File: src/design/tcc_defs.svh
// register indices, field positions, reset values and counts of the timer
`ifndef TCC_DEFS_SVH
`define TCC_DEFS_SVH

// ------------------------------------------------------------
// register indices (byte address = 4 * index)
// ------------------------------------------------------------
`define TCC_IDX_CHSEL      6'h00
`define TCC_IDX_OVR_MASK   6'h02
`define TCC_IDX_OVR_DATA   6'h03
`define TCC_IDX_CNT_HI     6'h04
`define TCC_IDX_CNT_LO     6'h05
`define TCC_IDX_CTRL1      6'h06
`define TCC_IDX_CHFLAG     6'h0E
`define TCC_IDX_OVFLAG     6'h0F
`define TCC_IDX_PAFLAG     6'h21
`define TCC_IDX_PULSE_ACCUM_COUNT_HI   6'h22
`define TCC_IDX_PULSE_ACCUM_COUNT_LO   6'h23
`define TCC_IDX_IRQ_STAT   6'h30
`define TCC_IDX_IRQ_CLR    6'h31
`define TCC_IDX_IRQ_EN     6'h32
`define TCC_IDX_PORT_DATA  6'h33
// channel registers occupy indices 0x10..0x1F
`define TCC_CH_REGION      2'h1

// ------------------------------------------------------------
// field positions
// ------------------------------------------------------------
`define TCC_RUN_EN_BIT     7
`define TCC_STOP_WAIT_BIT  6
`define TCC_STOP_FRZ_BIT   5
`define TCC_FAST_CLR_BIT   4
`define TCC_OVF_BIT        7
`define TCC_PA_OVF_BIT     1
`define TCC_PA_IN_BIT      0
// interrupt status layout
`define TCC_ST_OVF         8
`define TCC_ST_PA_OVF      9
`define TCC_ST_PA_IN       10
`define TCC_ST_W           11

// ------------------------------------------------------------
// reset values and counts
// ------------------------------------------------------------
`define TCC_RST8           8'h00
`define TCC_RST16          16'h0000
`define TCC_CNT_MAX        16'hFFFF
`define TCC_PA_DIV_TOP     6'h3F

`endif

File: src/design/tcc_pkg.sv
// shared types of the timer control block
package tcc_pkg;
   typedef logic [7:0]  tcc_chan_t;
   typedef logic [15:0] tcc_count_t;
   typedef logic [5:0]  tcc_idx_t;
   typedef logic [10:0] tcc_stat_t;
endpackage : tcc_pkg

File: src/design/tcc_top.sv
// timer control block: counter, channel flags, channel-7 override, AHB regs
`timescale 1ns/1ps
`include "tcc_defs.svh"

// Behaviour
// - mask bit 0..6 set on output-compare channel makes its pin output
// - channel 7 compare wins over simultaneous channel 0..6 compare action
// - channel 7 compare drives masked channel outputs to override data bits
// - channel 7 compare copies masked override data into port data
// - main counter is 16 bits and counts up
// - counter writes ignored unless test mode input is 1
// - counter write does not realign prescaler; first period may differ
// - run enable bit 7 stops whole timer when 0, runs when 1
// - inactive timer gives no divide-by-64 clock to pulse accumulator
// - stop-in-wait bit 6 halts timer and accumulator in wait mode
// - stop-in-freeze bit 5 halts counter in freeze; accumulator runs
// - fast clear bit 4 at 0 leaves only normal flag clearing
// - fast clear: read capture or write compare channel clears its flag
// - fast clear: any counter byte access clears overflow flag
// - fast clear: pulse count access clears both accumulator flags
// - channel select 1 means output compare, 0 input capture

module tcc_top
(
   input  wire logic        hclk,
   input  wire logic        hresetn,
   // ahb-lite slave
   input  wire logic        hsel,
   input  wire logic [31:0] haddr,
   input  wire logic [1:0]  htrans,
   input  wire logic        hwrite,
   input  wire logic [2:0]  hsize,
   input  wire logic [31:0] hwdata,
   input  wire logic        hready,
   output logic             hreadyout,
   output logic             hresp,
   output logic [31:0]      hrdata,
   // chip mode levels, same clock
   input  wire logic        test_mode,
   input  wire logic        wait_mode,
   input  wire logic        freeze_mode,
   // timer port pins
   input  wire logic [7:0]  tim_pin_in,
   output logic [7:0]       tim_pin_out,
   output logic [7:0]       tim_pin_oe,
   // pulse accumulator side
   input  wire logic [15:0] pa_count,
   input  wire logic        pa_overflow_evt,
   input  wire logic        pa_input_evt,
   output logic             pa_div64_tick,
   output logic             pa_halt,
   // interrupt
   output logic             timer_irq
);

   // ------------------------------------------------------------
   // register state
   // ------------------------------------------------------------
   tcc_pkg::tcc_chan_t  channel_function_select_q;
   tcc_pkg::tcc_chan_t  ch7_override_mask_q;
   tcc_pkg::tcc_chan_t  ch7_override_data_q;
   tcc_pkg::tcc_count_t main_counter_q;
   logic [3:0]          ctrl1_q;              // bits 7:4 of control one
   tcc_pkg::tcc_chan_t  channel_event_flag_q;
   logic                counter_overflow_flag_q;
   logic                pulse_accum_overflow_flag_q;
   logic                pulse_accum_input_flag_q;
   tcc_pkg::tcc_stat_t  irq_enable_q;
   tcc_pkg::tcc_chan_t  port_data_q;
   tcc_pkg::tcc_count_t chan_val_q [8];
   logic [31:0]         hrdata_q;

   logic                timer_run_enable;
   logic                stop_in_wait;
   logic                stop_in_freeze;
   logic                fast_flag_clear;

   assign timer_run_enable = ctrl1_q[3];
   assign stop_in_wait     = ctrl1_q[2];
   assign stop_in_freeze   = ctrl1_q[1];
   assign fast_flag_clear  = ctrl1_q[0];

   // ------------------------------------------------------------
   // bus slave
   // ------------------------------------------------------------
   logic                addr_take;
   logic                rd_take;
   tcc_pkg::tcc_idx_t   addr_idx;
   logic                dp_wr_q;
   tcc_pkg::tcc_idx_t   dp_idx_q;
   logic                wr_now;

   assign addr_take = hsel && hready && htrans[1];
   assign rd_take   = addr_take && !hwrite;
   assign addr_idx  = haddr[7:2];
   assign wr_now    = dp_wr_q;

   // zero wait states, every answer is OKAY
   assign hreadyout = 1'b1;
   assign hresp     = 1'b0;
   assign hrdata    = hrdata_q;

   // write data arrives one cycle after the address phase
   always_ff @(posedge hclk or negedge hresetn)
   begin
      if (!hresetn)
      begin
         dp_wr_q  <= 1'b0;
         dp_idx_q <= 6'h00;
      end
      else
      begin
         dp_wr_q  <= addr_take && hwrite;
         dp_idx_q <= addr_idx;
      end
   end

   function automatic logic wr_at(input tcc_pkg::tcc_idx_t idx);
      wr_at = wr_now && (dp_idx_q == idx);
   endfunction

   // ------------------------------------------------------------
   // run control and prescaler
   // ------------------------------------------------------------
   logic tim_active;
   logic cnt_run;

   assign tim_active = timer_run_enable
                       && !(wait_mode && stop_in_wait);
   assign cnt_run    = tim_active
                       && !(freeze_mode && stop_in_freeze);
   // freeze leaves the accumulator alone, wait does not
   assign pa_halt    = !timer_run_enable
                       || (wait_mode && stop_in_wait);

   tcc_prescaler u_pre
   (
      .hclk       (hclk),
      .hresetn    (hresetn),
      .run        (tim_active),
      .div64_tick (pa_div64_tick)
   );

   // ------------------------------------------------------------
   // pin input synchronisers and edge detect
   // ------------------------------------------------------------
   tcc_pkg::tcc_chan_t pin_s1_q;
   tcc_pkg::tcc_chan_t pin_s2_q;
   tcc_pkg::tcc_chan_t pin_prev_q;

   always_ff @(posedge hclk or negedge hresetn)
   begin
      if (!hresetn)
      begin
         pin_s1_q   <= 8'h00;
         pin_s2_q   <= 8'h00;
         pin_prev_q <= 8'h00;
      end
      else
      begin
         pin_s1_q   <= tim_pin_in;
         pin_s2_q   <= pin_s1_q;
         pin_prev_q <= pin_s2_q;
      end
   end

   // ------------------------------------------------------------
   // main counter
   // ------------------------------------------------------------
   // the prescaler is not restarted by a write, so the first
   // divided period after it may be short
   always_ff @(posedge hclk or negedge hresetn)
   begin
      if (!hresetn)
         main_counter_q <= `TCC_RST16;
      else if (test_mode && wr_at(`TCC_IDX_CNT_HI))
         main_counter_q <= hwdata[15:0];
      else if (test_mode && wr_at(`TCC_IDX_CNT_LO))
         main_counter_q <= {main_counter_q[15:8], hwdata[7:0]};
      else if (cnt_run)
         main_counter_q <= main_counter_q + 16'h0001;
   end

   // ------------------------------------------------------------
   // compare and capture events
   // ------------------------------------------------------------
   tcc_pkg::tcc_chan_t oc_hit;
   tcc_pkg::tcc_chan_t ic_evt;
   logic               ovf_evt;

   always_comb
   begin
      for (int i = 0; i < 8; i++)
      begin
         // select 1 compares, 0 captures
         oc_hit[i] = channel_function_select_q[i] && cnt_run
                     && (chan_val_q[i] == main_counter_q);
         ic_evt[i] = !channel_function_select_q[i] && tim_active
                     && pin_s2_q[i] && !pin_prev_q[i];
      end
   end

   assign ovf_evt = cnt_run && (main_counter_q == `TCC_CNT_MAX);

   // channel value registers; writes ignored on capture channels
   always_ff @(posedge hclk or negedge hresetn)
   begin
      if (!hresetn)
      begin
         for (int i = 0; i < 8; i++)
            chan_val_q[i] <= `TCC_RST16;
      end
      else
      begin
         for (int i = 0; i < 8; i++)
         begin
            if (ic_evt[i])
               chan_val_q[i] <= main_counter_q;
            else if (wr_now && dp_idx_q[5:4] == `TCC_CH_REGION
                     && dp_idx_q[3:1] == 3'(i)
                     && channel_function_select_q[i])
            begin
               if (dp_idx_q[0])
                  chan_val_q[i][7:0] <= hwdata[7:0];
               else
                  chan_val_q[i] <= hwdata[15:0];
            end
         end
      end
   end

   // ------------------------------------------------------------
   // control registers
   // ------------------------------------------------------------
   always_ff @(posedge hclk or negedge hresetn)
   begin
      if (!hresetn)
      begin
         channel_function_select_q <= `TCC_RST8;
         ch7_override_mask_q       <= `TCC_RST8;
         ch7_override_data_q       <= `TCC_RST8;
         ctrl1_q                   <= 4'h0;
         irq_enable_q              <= 11'h000;
      end
      else
      begin
         if (wr_at(`TCC_IDX_CHSEL))
            channel_function_select_q <= hwdata[7:0];
         if (wr_at(`TCC_IDX_OVR_MASK))
            ch7_override_mask_q <= hwdata[7:0];
         if (wr_at(`TCC_IDX_OVR_DATA))
            ch7_override_data_q <= hwdata[7:0];
         if (wr_at(`TCC_IDX_CTRL1))
            ctrl1_q <= hwdata[7:4];
         if (wr_at(`TCC_IDX_IRQ_EN))
            irq_enable_q <= hwdata[10:0];
      end
   end

   // ------------------------------------------------------------
   // event flags
   // ------------------------------------------------------------
   tcc_pkg::tcc_chan_t ch_clr;
   tcc_pkg::tcc_chan_t ch_fast;
   tcc_pkg::tcc_stat_t irq_clr;
   logic               ovf_clr;
   logic               pa_ovf_clr;
   logic               pa_in_clr;
   logic               cnt_access;
   logic               pa_access;

   assign irq_clr = wr_at(`TCC_IDX_IRQ_CLR) ? hwdata[10:0] : 11'h000;

   // counter and pulse count accesses, read or write, at address phase
   assign cnt_access = addr_take && (addr_idx == `TCC_IDX_CNT_HI
                                  || addr_idx == `TCC_IDX_CNT_LO);
   assign pa_access  = addr_take && (addr_idx == `TCC_IDX_PULSE_ACCUM_COUNT_HI
                                  || addr_idx == `TCC_IDX_PULSE_ACCUM_COUNT_LO);

   // reads clear capture flags, writes clear compare flags
   always_comb
   begin
      ch_fast = 8'h00;
      for (int i = 0; i < 8; i++)
      begin
         if (rd_take && addr_idx[5:4] == `TCC_CH_REGION
             && addr_idx[3:1] == 3'(i) && !channel_function_select_q[i])
            ch_fast[i] = 1'b1;
         if (wr_now && dp_idx_q[5:4] == `TCC_CH_REGION
             && dp_idx_q[3:1] == 3'(i) && channel_function_select_q[i])
            ch_fast[i] = 1'b1;
      end
   end

   // normal clearing is write-one-to-clear; fast paths only if enabled
   assign ch_clr = (wr_at(`TCC_IDX_CHFLAG) ? hwdata[7:0] : 8'h00)
                   | irq_clr[7:0]
                   | (fast_flag_clear ? ch_fast : 8'h00);
   assign ovf_clr = (wr_at(`TCC_IDX_OVFLAG) && hwdata[`TCC_OVF_BIT])
                    || irq_clr[`TCC_ST_OVF]
                    || (fast_flag_clear && cnt_access);
   assign pa_ovf_clr = (wr_at(`TCC_IDX_PAFLAG) && hwdata[`TCC_PA_OVF_BIT])
                       || irq_clr[`TCC_ST_PA_OVF]
                       || (fast_flag_clear && pa_access);
   assign pa_in_clr = (wr_at(`TCC_IDX_PAFLAG) && hwdata[`TCC_PA_IN_BIT])
                      || irq_clr[`TCC_ST_PA_IN]
                      || (fast_flag_clear && pa_access);

   // a new event in the clearing cycle survives: set beats clear
   always_ff @(posedge hclk or negedge hresetn)
   begin
      if (!hresetn)
      begin
         channel_event_flag_q        <= `TCC_RST8;
         counter_overflow_flag_q     <= 1'b0;
         pulse_accum_overflow_flag_q <= 1'b0;
         pulse_accum_input_flag_q    <= 1'b0;
      end
      else
      begin
         channel_event_flag_q <= (channel_event_flag_q & ~ch_clr)
                                 | oc_hit | ic_evt;
         counter_overflow_flag_q <= (counter_overflow_flag_q && !ovf_clr)
                                    || ovf_evt;
         pulse_accum_overflow_flag_q <= (pulse_accum_overflow_flag_q
                                         && !pa_ovf_clr) || pa_overflow_evt;
         pulse_accum_input_flag_q <= (pulse_accum_input_flag_q
                                      && !pa_in_clr) || pa_input_evt;
      end
   end

   // ------------------------------------------------------------
   // interrupt
   // ------------------------------------------------------------
   tcc_pkg::tcc_stat_t irq_status;

   assign irq_status = {pulse_accum_input_flag_q,
                        pulse_accum_overflow_flag_q,
                        counter_overflow_flag_q,
                        channel_event_flag_q};
   assign timer_irq  = |(irq_status & irq_enable_q);

   // ------------------------------------------------------------
   // channel-7 override and port pins
   // ------------------------------------------------------------
   // only the override writes port data here, so a masked bit takes
   // the override value no matter what else compares this cycle
   always_ff @(posedge hclk or negedge hresetn)
   begin
      if (!hresetn)
         port_data_q <= `TCC_RST8;
      else if (oc_hit[7])
         port_data_q <= (port_data_q & ~ch7_override_mask_q)
                        | (ch7_override_data_q & ch7_override_mask_q);
   end

   // masked pins follow the port data, i.e. the override value
   assign tim_pin_out = port_data_q;
   // channel 7 pin is never driven; its output enable is tied to 0
   assign tim_pin_oe  = {1'b0, ch7_override_mask_q[6:0]
                               & channel_function_select_q[6:0]};

   // ------------------------------------------------------------
   // read mux
   // ------------------------------------------------------------
   logic [31:0] rd_mux;
   logic [2:0]  rd_ch;

   assign rd_ch = addr_idx[3:1];

   // the whole counter comes in one word so the two halves agree
   always_comb
   begin
      rd_mux = 32'h0000_0000;
      case (addr_idx)
         `TCC_IDX_CHSEL:     rd_mux[7:0] = channel_function_select_q;
         `TCC_IDX_OVR_MASK:  rd_mux[7:0] = ch7_override_mask_q;
         `TCC_IDX_OVR_DATA:  rd_mux[7:0] = ch7_override_data_q;
         `TCC_IDX_CNT_HI:    rd_mux[15:0] = main_counter_q;
         `TCC_IDX_CNT_LO:    rd_mux[7:0] = main_counter_q[7:0];
         `TCC_IDX_CTRL1:     rd_mux[7:4] = ctrl1_q;
         `TCC_IDX_CHFLAG:    rd_mux[7:0] = channel_event_flag_q;
         `TCC_IDX_OVFLAG:
            rd_mux[`TCC_OVF_BIT] = counter_overflow_flag_q;
         `TCC_IDX_PAFLAG:
            rd_mux[1:0] = {pulse_accum_overflow_flag_q,
                           pulse_accum_input_flag_q};
         `TCC_IDX_PULSE_ACCUM_COUNT_HI:  rd_mux[15:0] = pa_count;
         `TCC_IDX_PULSE_ACCUM_COUNT_LO:  rd_mux[7:0] = pa_count[7:0];
         `TCC_IDX_IRQ_STAT:  rd_mux[10:0] = irq_status;
         `TCC_IDX_IRQ_EN:    rd_mux[10:0] = irq_enable_q;
         `TCC_IDX_PORT_DATA: rd_mux[7:0] = port_data_q;
         default:
         begin
            if (addr_idx[5:4] == `TCC_CH_REGION)
            begin
               if (addr_idx[0])
                  rd_mux[7:0] = chan_val_q[rd_ch][7:0];
               else
                  rd_mux[15:0] = chan_val_q[rd_ch];
            end
         end
      endcase
   end

   // read data registered at the address phase, shown in data phase
   always_ff @(posedge hclk or negedge hresetn)
   begin
      if (!hresetn)
         hrdata_q <= 32'h0000_0000;
      else if (rd_take)
         hrdata_q <= rd_mux;
   end

endmodule // tcc_top

File: src/design/tcc_prescaler.sv
// divide-by-64 prescaler feeding the pulse accumulator clock
`timescale 1ns/1ps
`include "tcc_defs.svh"

module tcc_prescaler
(
   input  wire logic hclk,
   input  wire logic hresetn,
   input  wire logic run,
   output logic      div64_tick
);

   logic [5:0] pre_q;

   // holds its phase while stopped so a restart resumes mid-period
   always_ff @(posedge hclk or negedge hresetn)
   begin
      if (!hresetn)
         pre_q <= 6'h00;
      else if (run)
         pre_q <= pre_q + 6'h01;
   end

   // no tick at all while the timer is inactive
   assign div64_tick = run && (pre_q == `TCC_PA_DIV_TOP);

endmodule // tcc_prescaler

File: config.mk
export PLATFORM = sky130hd
export DESIGN_NAME = tcc_top
export DESIGN_NICKNAME = d
export VERILOG_FILES = /design/src/design/tcc_pkg.sv /design/src/design/tcc_top.sv /design/src/design/tcc_prescaler.sv
export VERILOG_INCLUDE_DIRS = /design/src /design/src/design
export SDC_FILE = /design/constraint.sdc
export NUM_CORES = 1
export LEC_CHECK = 0
export BUFFER_PORTS_ARGS = -buffer_cell sky130_fd_sc_hd__buf_2
export CAP_MARGIN = 20
export CELL_PAD_IN_SITES_DETAIL_PLACEMENT = 1
export CELL_PAD_IN_SITES_GLOBAL_PLACEMENT = 1
export CORE_UTILIZATION = 45
export DETAILED_ROUTE_END_ITERATION = 6
export HOLD_SLACK_MARGIN = 0.12
export PLACE_DENSITY_LB_ADDON = 0.1
export SYNTH_ARGS = -nofsm -noshare
export SYNTH_HDL_FRONTEND = slang
export SYNTH_SLANG_ARGS = --single-unit
export TNS_END_PERCENT = 100
File: constraint.sdc
create_clock -name hclk -period 2.25 [get_ports hclk]
set_input_delay 0.675 -clock hclk [delete_from_list [all_inputs] [get_ports hclk]]
set_output_delay 0.675 -clock hclk [all_outputs]
set_load 0.1 [all_outputs]
# Yosys cells after proc, flatten, opt, wreduce, memory -nomap -nowiden
# Index checks and enable logic that the tools add are counted.
totals:
  word_cells: 333
  regBits: 255
op_classes:
  bitwise: 13
  magnitude_cmp: 1
  muxes: 50
  n_reduce_logical: 174
  n_addsub: 2
  eq_ne: 58
op_table:
  columns: ["operator", "count"]
  rows:
  - ["$mux 16", 22]
  - ["$eq 16x16->1", 8]
  - ["$logic_and 1x1->1", 107]
  - ["$eq 6x6->1 const B", 10]
  - ["$bmux 16 s3", 1]
  - ["$or 8x8->8", 5]
  - ["$eq 6x3->1 const B", 6]
  - ["$mux 8", 4]
  - ["$pmux 3 s10", 1]
  - ["$and 8x8->8", 3]
  - ["$eq 3x3->1 const B", 8]
  - ["$eq 6x2->1 const B", 4]
  - ["$eq 6x4->1 const B", 4]
  - ["$logic_not 1->1", 23]
  - ["$pmux 2 s10", 1]
  - ["$pmux 2 s9", 1]
  - ["$reduce_and 2->1", 9]
  - ["$reduce_bool 2->1", 9]
  - ["$add 16x1->16 const B", 1]
  - ["$eq 16x16->1 const B", 1]
  - ["$mux 1", 16]
  - ["$ne 2x1->1 const B", 8]
  - ["$not 8->8", 2]
  - ["$pmux 3 s5", 1]
  - ["other kinds (21)", 43]

# Longest topological paths before layout
depth:
  ltp_word: 14
  ltp_mapped: 8
  mapped_depth_nobuf: 6

# Hierarchy
# A second synthesis with hierarchy kept.
hier_totals:
  hier_cells: 1474
  hier_area_um2: 14823.0
modules_own_cells:
  columns: ["mod", "area_each_um2", "instances", "seq_area_each_um2", "cells_each"]
  rows:
  - ["tcc_top", 14565.2, 1, 6231.0, 1454]
  - ["tcc_prescaler", 257.7, 1, 150.1, 20]

# Worst setup path after synthesis
# No wires, ideal clock.
synth_timing:
  path_kind: "input-to-output"
  start: "in wait_mode"
  end: "out pa_div64_tick"
  path_buffers: 1
  path_slack_ns: -0.988
  t_required_ns: 1.575
  stages: 4
  arrival_time_ns: 2.563
  cell_sequence: "a21boi_4 buf_2 nand4_1 nor2_1"
synth_between:
  elab_chain_len: 4
synth_lines:
  columns: ["item", "line_no", "rtl"]
  rows:
  - ["start, declared", "tcc_top.sv:40", "input wire logic wait_mode,"]
  - ["$logic_and 1x1->1", "tcc_top.sv:129", "&& !(wait_mode && stop_in_wait);"]
  - ["$logic_not 1->1", "tcc_top.sv:129", null]
  - ["$logic_and 1x1->1", "tcc_top.sv:129", null]
  - ["$logic_and 1x1->1", "tcc_prescaler.sv:25", "assign div64_tick = run && (pre_q == `TCC_PA_DIV_TOP);"]
  - ["end, declared", "tcc_top.sv:50", "output logic pa_div64_tick,"]
# Every way passes these cells.

# Worst setup path in the final report
layout_timing:
  start: "reg channel_event_flag_q[6]"
  end: "out timer_irq"
layout_between:
  elab_chain_len: 2
layout_lines:
  columns: ["item", "line_no", "rtl"]
  rows:
  - ["start, declared", "tcc_top.sv:64", "tcc_pkg::tcc_chan_t channel_event_flag_q;"]
  - ["start signal, assigned", "tcc_top.sv:314", "channel_event_flag_q <= `TCC_RST8;"]
  - ["start signal, assigned", "tcc_top.sv:321", "channel_event_flag_q <= (channel_event_flag_q & ~ch_clr)"]
  - ["$and 11x11->11", "tcc_top.sv:341", "assign timer_irq = |(irq_status & irq_enable_q);"]
  - ["$reduce_or 11->1", "tcc_top.sv:341", null]
  - ["end, declared", "tcc_top.sv:53", "output logic timer_irq"]
# Every way passes these cells.

==> impl_metrics.py <==
metrics = {
    "run_status": {
        "outcome": "complete, but fails checks",
        "violations": "setup timing",
    },
    "drt": {
        "wirelength_um": 56800,
        "vias": 12800,
        "wl_met2_um": 26200,
        "top_layer": "met4",
        "ant_nets": 0,
        "drc": 0,
        "routedWlPerCell_um": 26.8,
        "post_drt_via_cell_ratio": 6.05,
        "drt_iter0_markers": 1002,
        "wl_met3_um": 3530,
        "met1Wirelength_um": 24500,
        "drt_first_pass_iters": 5,
    },
    "critical_path": {
        "startpoint_type": "register",
        "critPathCaptureType": "output pin",
        "critPathKind": "reg2out",
        "cp.required_ns": 1.57,
        "critical_path_arrival_ns": 1.86,
        "path_max_fanout": 2,
    },
    "timing": {
        "max_freq_ghz": 0.395,
        "fin_worst_skew_ns": 0.0114,
        "max-slew-margin-rel_pct": 60.2,
        "hold_viol_final": 0,
        "fin_tns_setup_ns": -0.470,
        "min_period_over_period_pct": 113,
        "drv_slew": 0,
        "rsz0062_at_grt": "true",
        "min_period_ns": 2.53,
        "setup_ws_ns": -0.283,
        "setup_viol": 3,
        "tightestPinTransition_ns": 0.595,
    },
    "place": {
        "detailed_place_hpwl_um": 42500,
        "place_congestion": 0.974,
        "place_ws_ns": -0.149,
        "io_buffers": 90,
    },
    "clocking": {
        "numCtsBuffers": 31,
        "cts-root-buf": "clkbuf_16",
        "clk_latency_ns": 0.56,
        "clock-sinks": 255,
        "cts_max_level": 1,
        "cts_buffer_depth": 3,
        "clk_pin_slew_ns": 0.06,
        "cts_tree": "built",
    },
    "die": {
        "rows": 65,
        "die_area_um2": 33500,
        "die_w_um": 183,
        "fp.dieH_um": 183,
        "initial_core_util_pct": 46.2,
        "io_pins": 156,
        "core_um2": 31900,
    },
    "layout": {
        "finalNetCount": 1768,
        "antenna_cells": 0,
        "drive_gt1_share_pct": 25.8,
        "area_growth_pct": 21.0,
    },
    "synth": {
        "synth.most_common_cell": "dfrtp_1",
        "async_flop_share_pct": 100,
        "synth.area.top_cells": "dfrtp_1 (43%), mux2i_1 (8.4%), xor2_1 (5.1%), mux2_2 (4.9%), mux4_2 (4.0%)",
        "synth-edff-count": 0,
        "synth.largest_area_cell": "dfrtp_1",
        "syn_inst": 1479,
        "synthTopCellsByCount": "dfrtp_1 (255), nand2_1 (141), mux2i_1 (123)",
        "ys_warn_count": 0,
        "ys_seq_elements": 255,
        "syn-cell-area_um2": 14700,
        "seq_area_frac_synth_pct": 43.3,
        "avgSynthCellArea_um2": 9.97,
        "yosysUniqueCellTypes": 72,
        "netlist.area_leader.share_pct": 43.3,
        "yosys_most_used_dff": "dfrtp_1",
    },
    "global_routing": {
        "antenna_found_initial": 0,
        "overflow": 0,
        "grt_pass1_wl_um": 85900,
        "grt_pass1_vias": 13400,
        "track_usage_pct": 34.4,
        "grt_max_degree": 56,
    },
    "min_path": {
        "hold_class": "in2reg",
    },
    "pwr": {
        "powerDensity_nw_per_um2": 725,
        "p_total_w": 0.0129,
        "vdd_ir_drop_max_uv": 792,
        "p_leak_nw": 8.38,
    },
    "job": {
        "cap_violations": 0,
    },
}
[per-layer routing]
layer | vias up | track usage (%)
met5 | - | 0
met4 | 0 | 14.0
met3 | 126 | 4.51
met2 | 509 | 55.6
met1 | 6557 | 46.8
li1 | 5642 | -
[timing repair]
| item | in CTS | in global routing |
|---|---|---|
| hold endpoints to repair | 33 | 0 |
| setup endpoints to repair | 5 | 5 |
| pin swaps | 5 | 4 |
| hold buffers | 1 | 0 |
| resized for setup | 10 | 3 |
| setup buffers | 3 | 4 |
[layout by cell type, fill, tap and decap left out, types with 11 or more instances in the layout]
master,count
a21oi_1,81
and2_1,15
nand3_1,46
and3_1,13
conb_1,19
xor2_1,85
nor3_1,14
clkbuf_8,11
mux2_2,64
xnor2_1,55
o22ai_1,17
nor2_1,121
mux2i_1,123
buf_12,21
buf_2,81
dfrtp_1,254
buf_4,161
nand4_1,29
clkbuf_16,31
nor4_1,21
nand2_1,140
mux4_2,26
nor2b_1,15
o21ai_0,88
[final cells by class]
cell class                 count  area (um2)
multi-input combinational   1101        7800
timing repair buffer         268        2090
clock buffer                  48         950
tap                          435         544
clock inverter                 7        40.0
fill                        3560       14100
inverter                       6        30.0
sequential                   255        6380
[sequential cells by signal (all words and copies together), names as in the netlist, 6 cells and up, named ones only]
register                   count
pin_s1_q                       8
channel_function_select_q      8
pin_prev_q                     8
irq_enable_q                  11
u_pre.pre_q                    6
channel_event_flag_q           8
main_counter_q                16
pin_s2_q                       8
chan_val_q                   128
hrdata                        16
ch7_override_mask_q            8
dp_idx_q                       6
ch7_override_data_q            8
[per-stage QoR]
| stage | hold WS, ns | cells | area, um2 | util, % |
|---|---|---|---|---|
| global placement | 0.336 | 2058 | 16700 | 52.5 |
| finish | 0.221 | 2120 | 17800 | 55.9 |
| detailed placement | 0.336 | 2058 | 16700 | 52.5 |
| global route | 0.206 | 2120 | 17800 | 55.9 |
| CTS | 0.205 | 2116 | 17800 | 55.8 |
| floorplan | 0.331 | 1496 | 14800 | - |
[worst paths after layout]
| kind | start | to | slack [ns] | depth (start not counted) |
|---|---|---|---|---|
| setup / recovery | channel_event_flag_q[6] | timer_irq | -0.28 | 5 |
| hold / removal | tim_pin_in[4] | pin_s1_q[4] | 0.22 | 1 |
| setup reg to reg | ctrl1_q[2] | register | 0.17 | 9 |
| hold reg to reg | pin_s1_q[0] | pin_s2_q[0] | 0.35 | 0 |
| max in group asynchronous | hresetn | chan_val_q[92] | 0.99 | 3 |
| min in group asynchronous | hresetn | async pin | 0.61 | 2 |
[where the power goes]
group | total [W] | switching (W) | internal (W)
sequential | 0.00533 | 0.000393 | 0.00494
combinational | 0.00270 | 0.00180 | 0.000902
clock | 0.00489 | 0.00202 | 0.00287
[kinds of logic after synthesis]
group	Yosys count	share of synthesized area, %
fa+ha+maj	2	0.170
compound gates	274	11.6
other cells	2	0.0510
simple gates	453	15.0
mux	213	17.2
xor+xnor	140	8.32
buf+inv	140	4.35
flops	255	43.3
[critical path, cell delays in order, from the launching register on]
cell and delay [ns]:
dfrtp_1 0.42, a22o_1 0.25, a221oi_2 0.16, and3_1 0.20, nand2_2 0.08, buf_12 0.19
No activity file was read; power rests on OpenSTA's default activity.
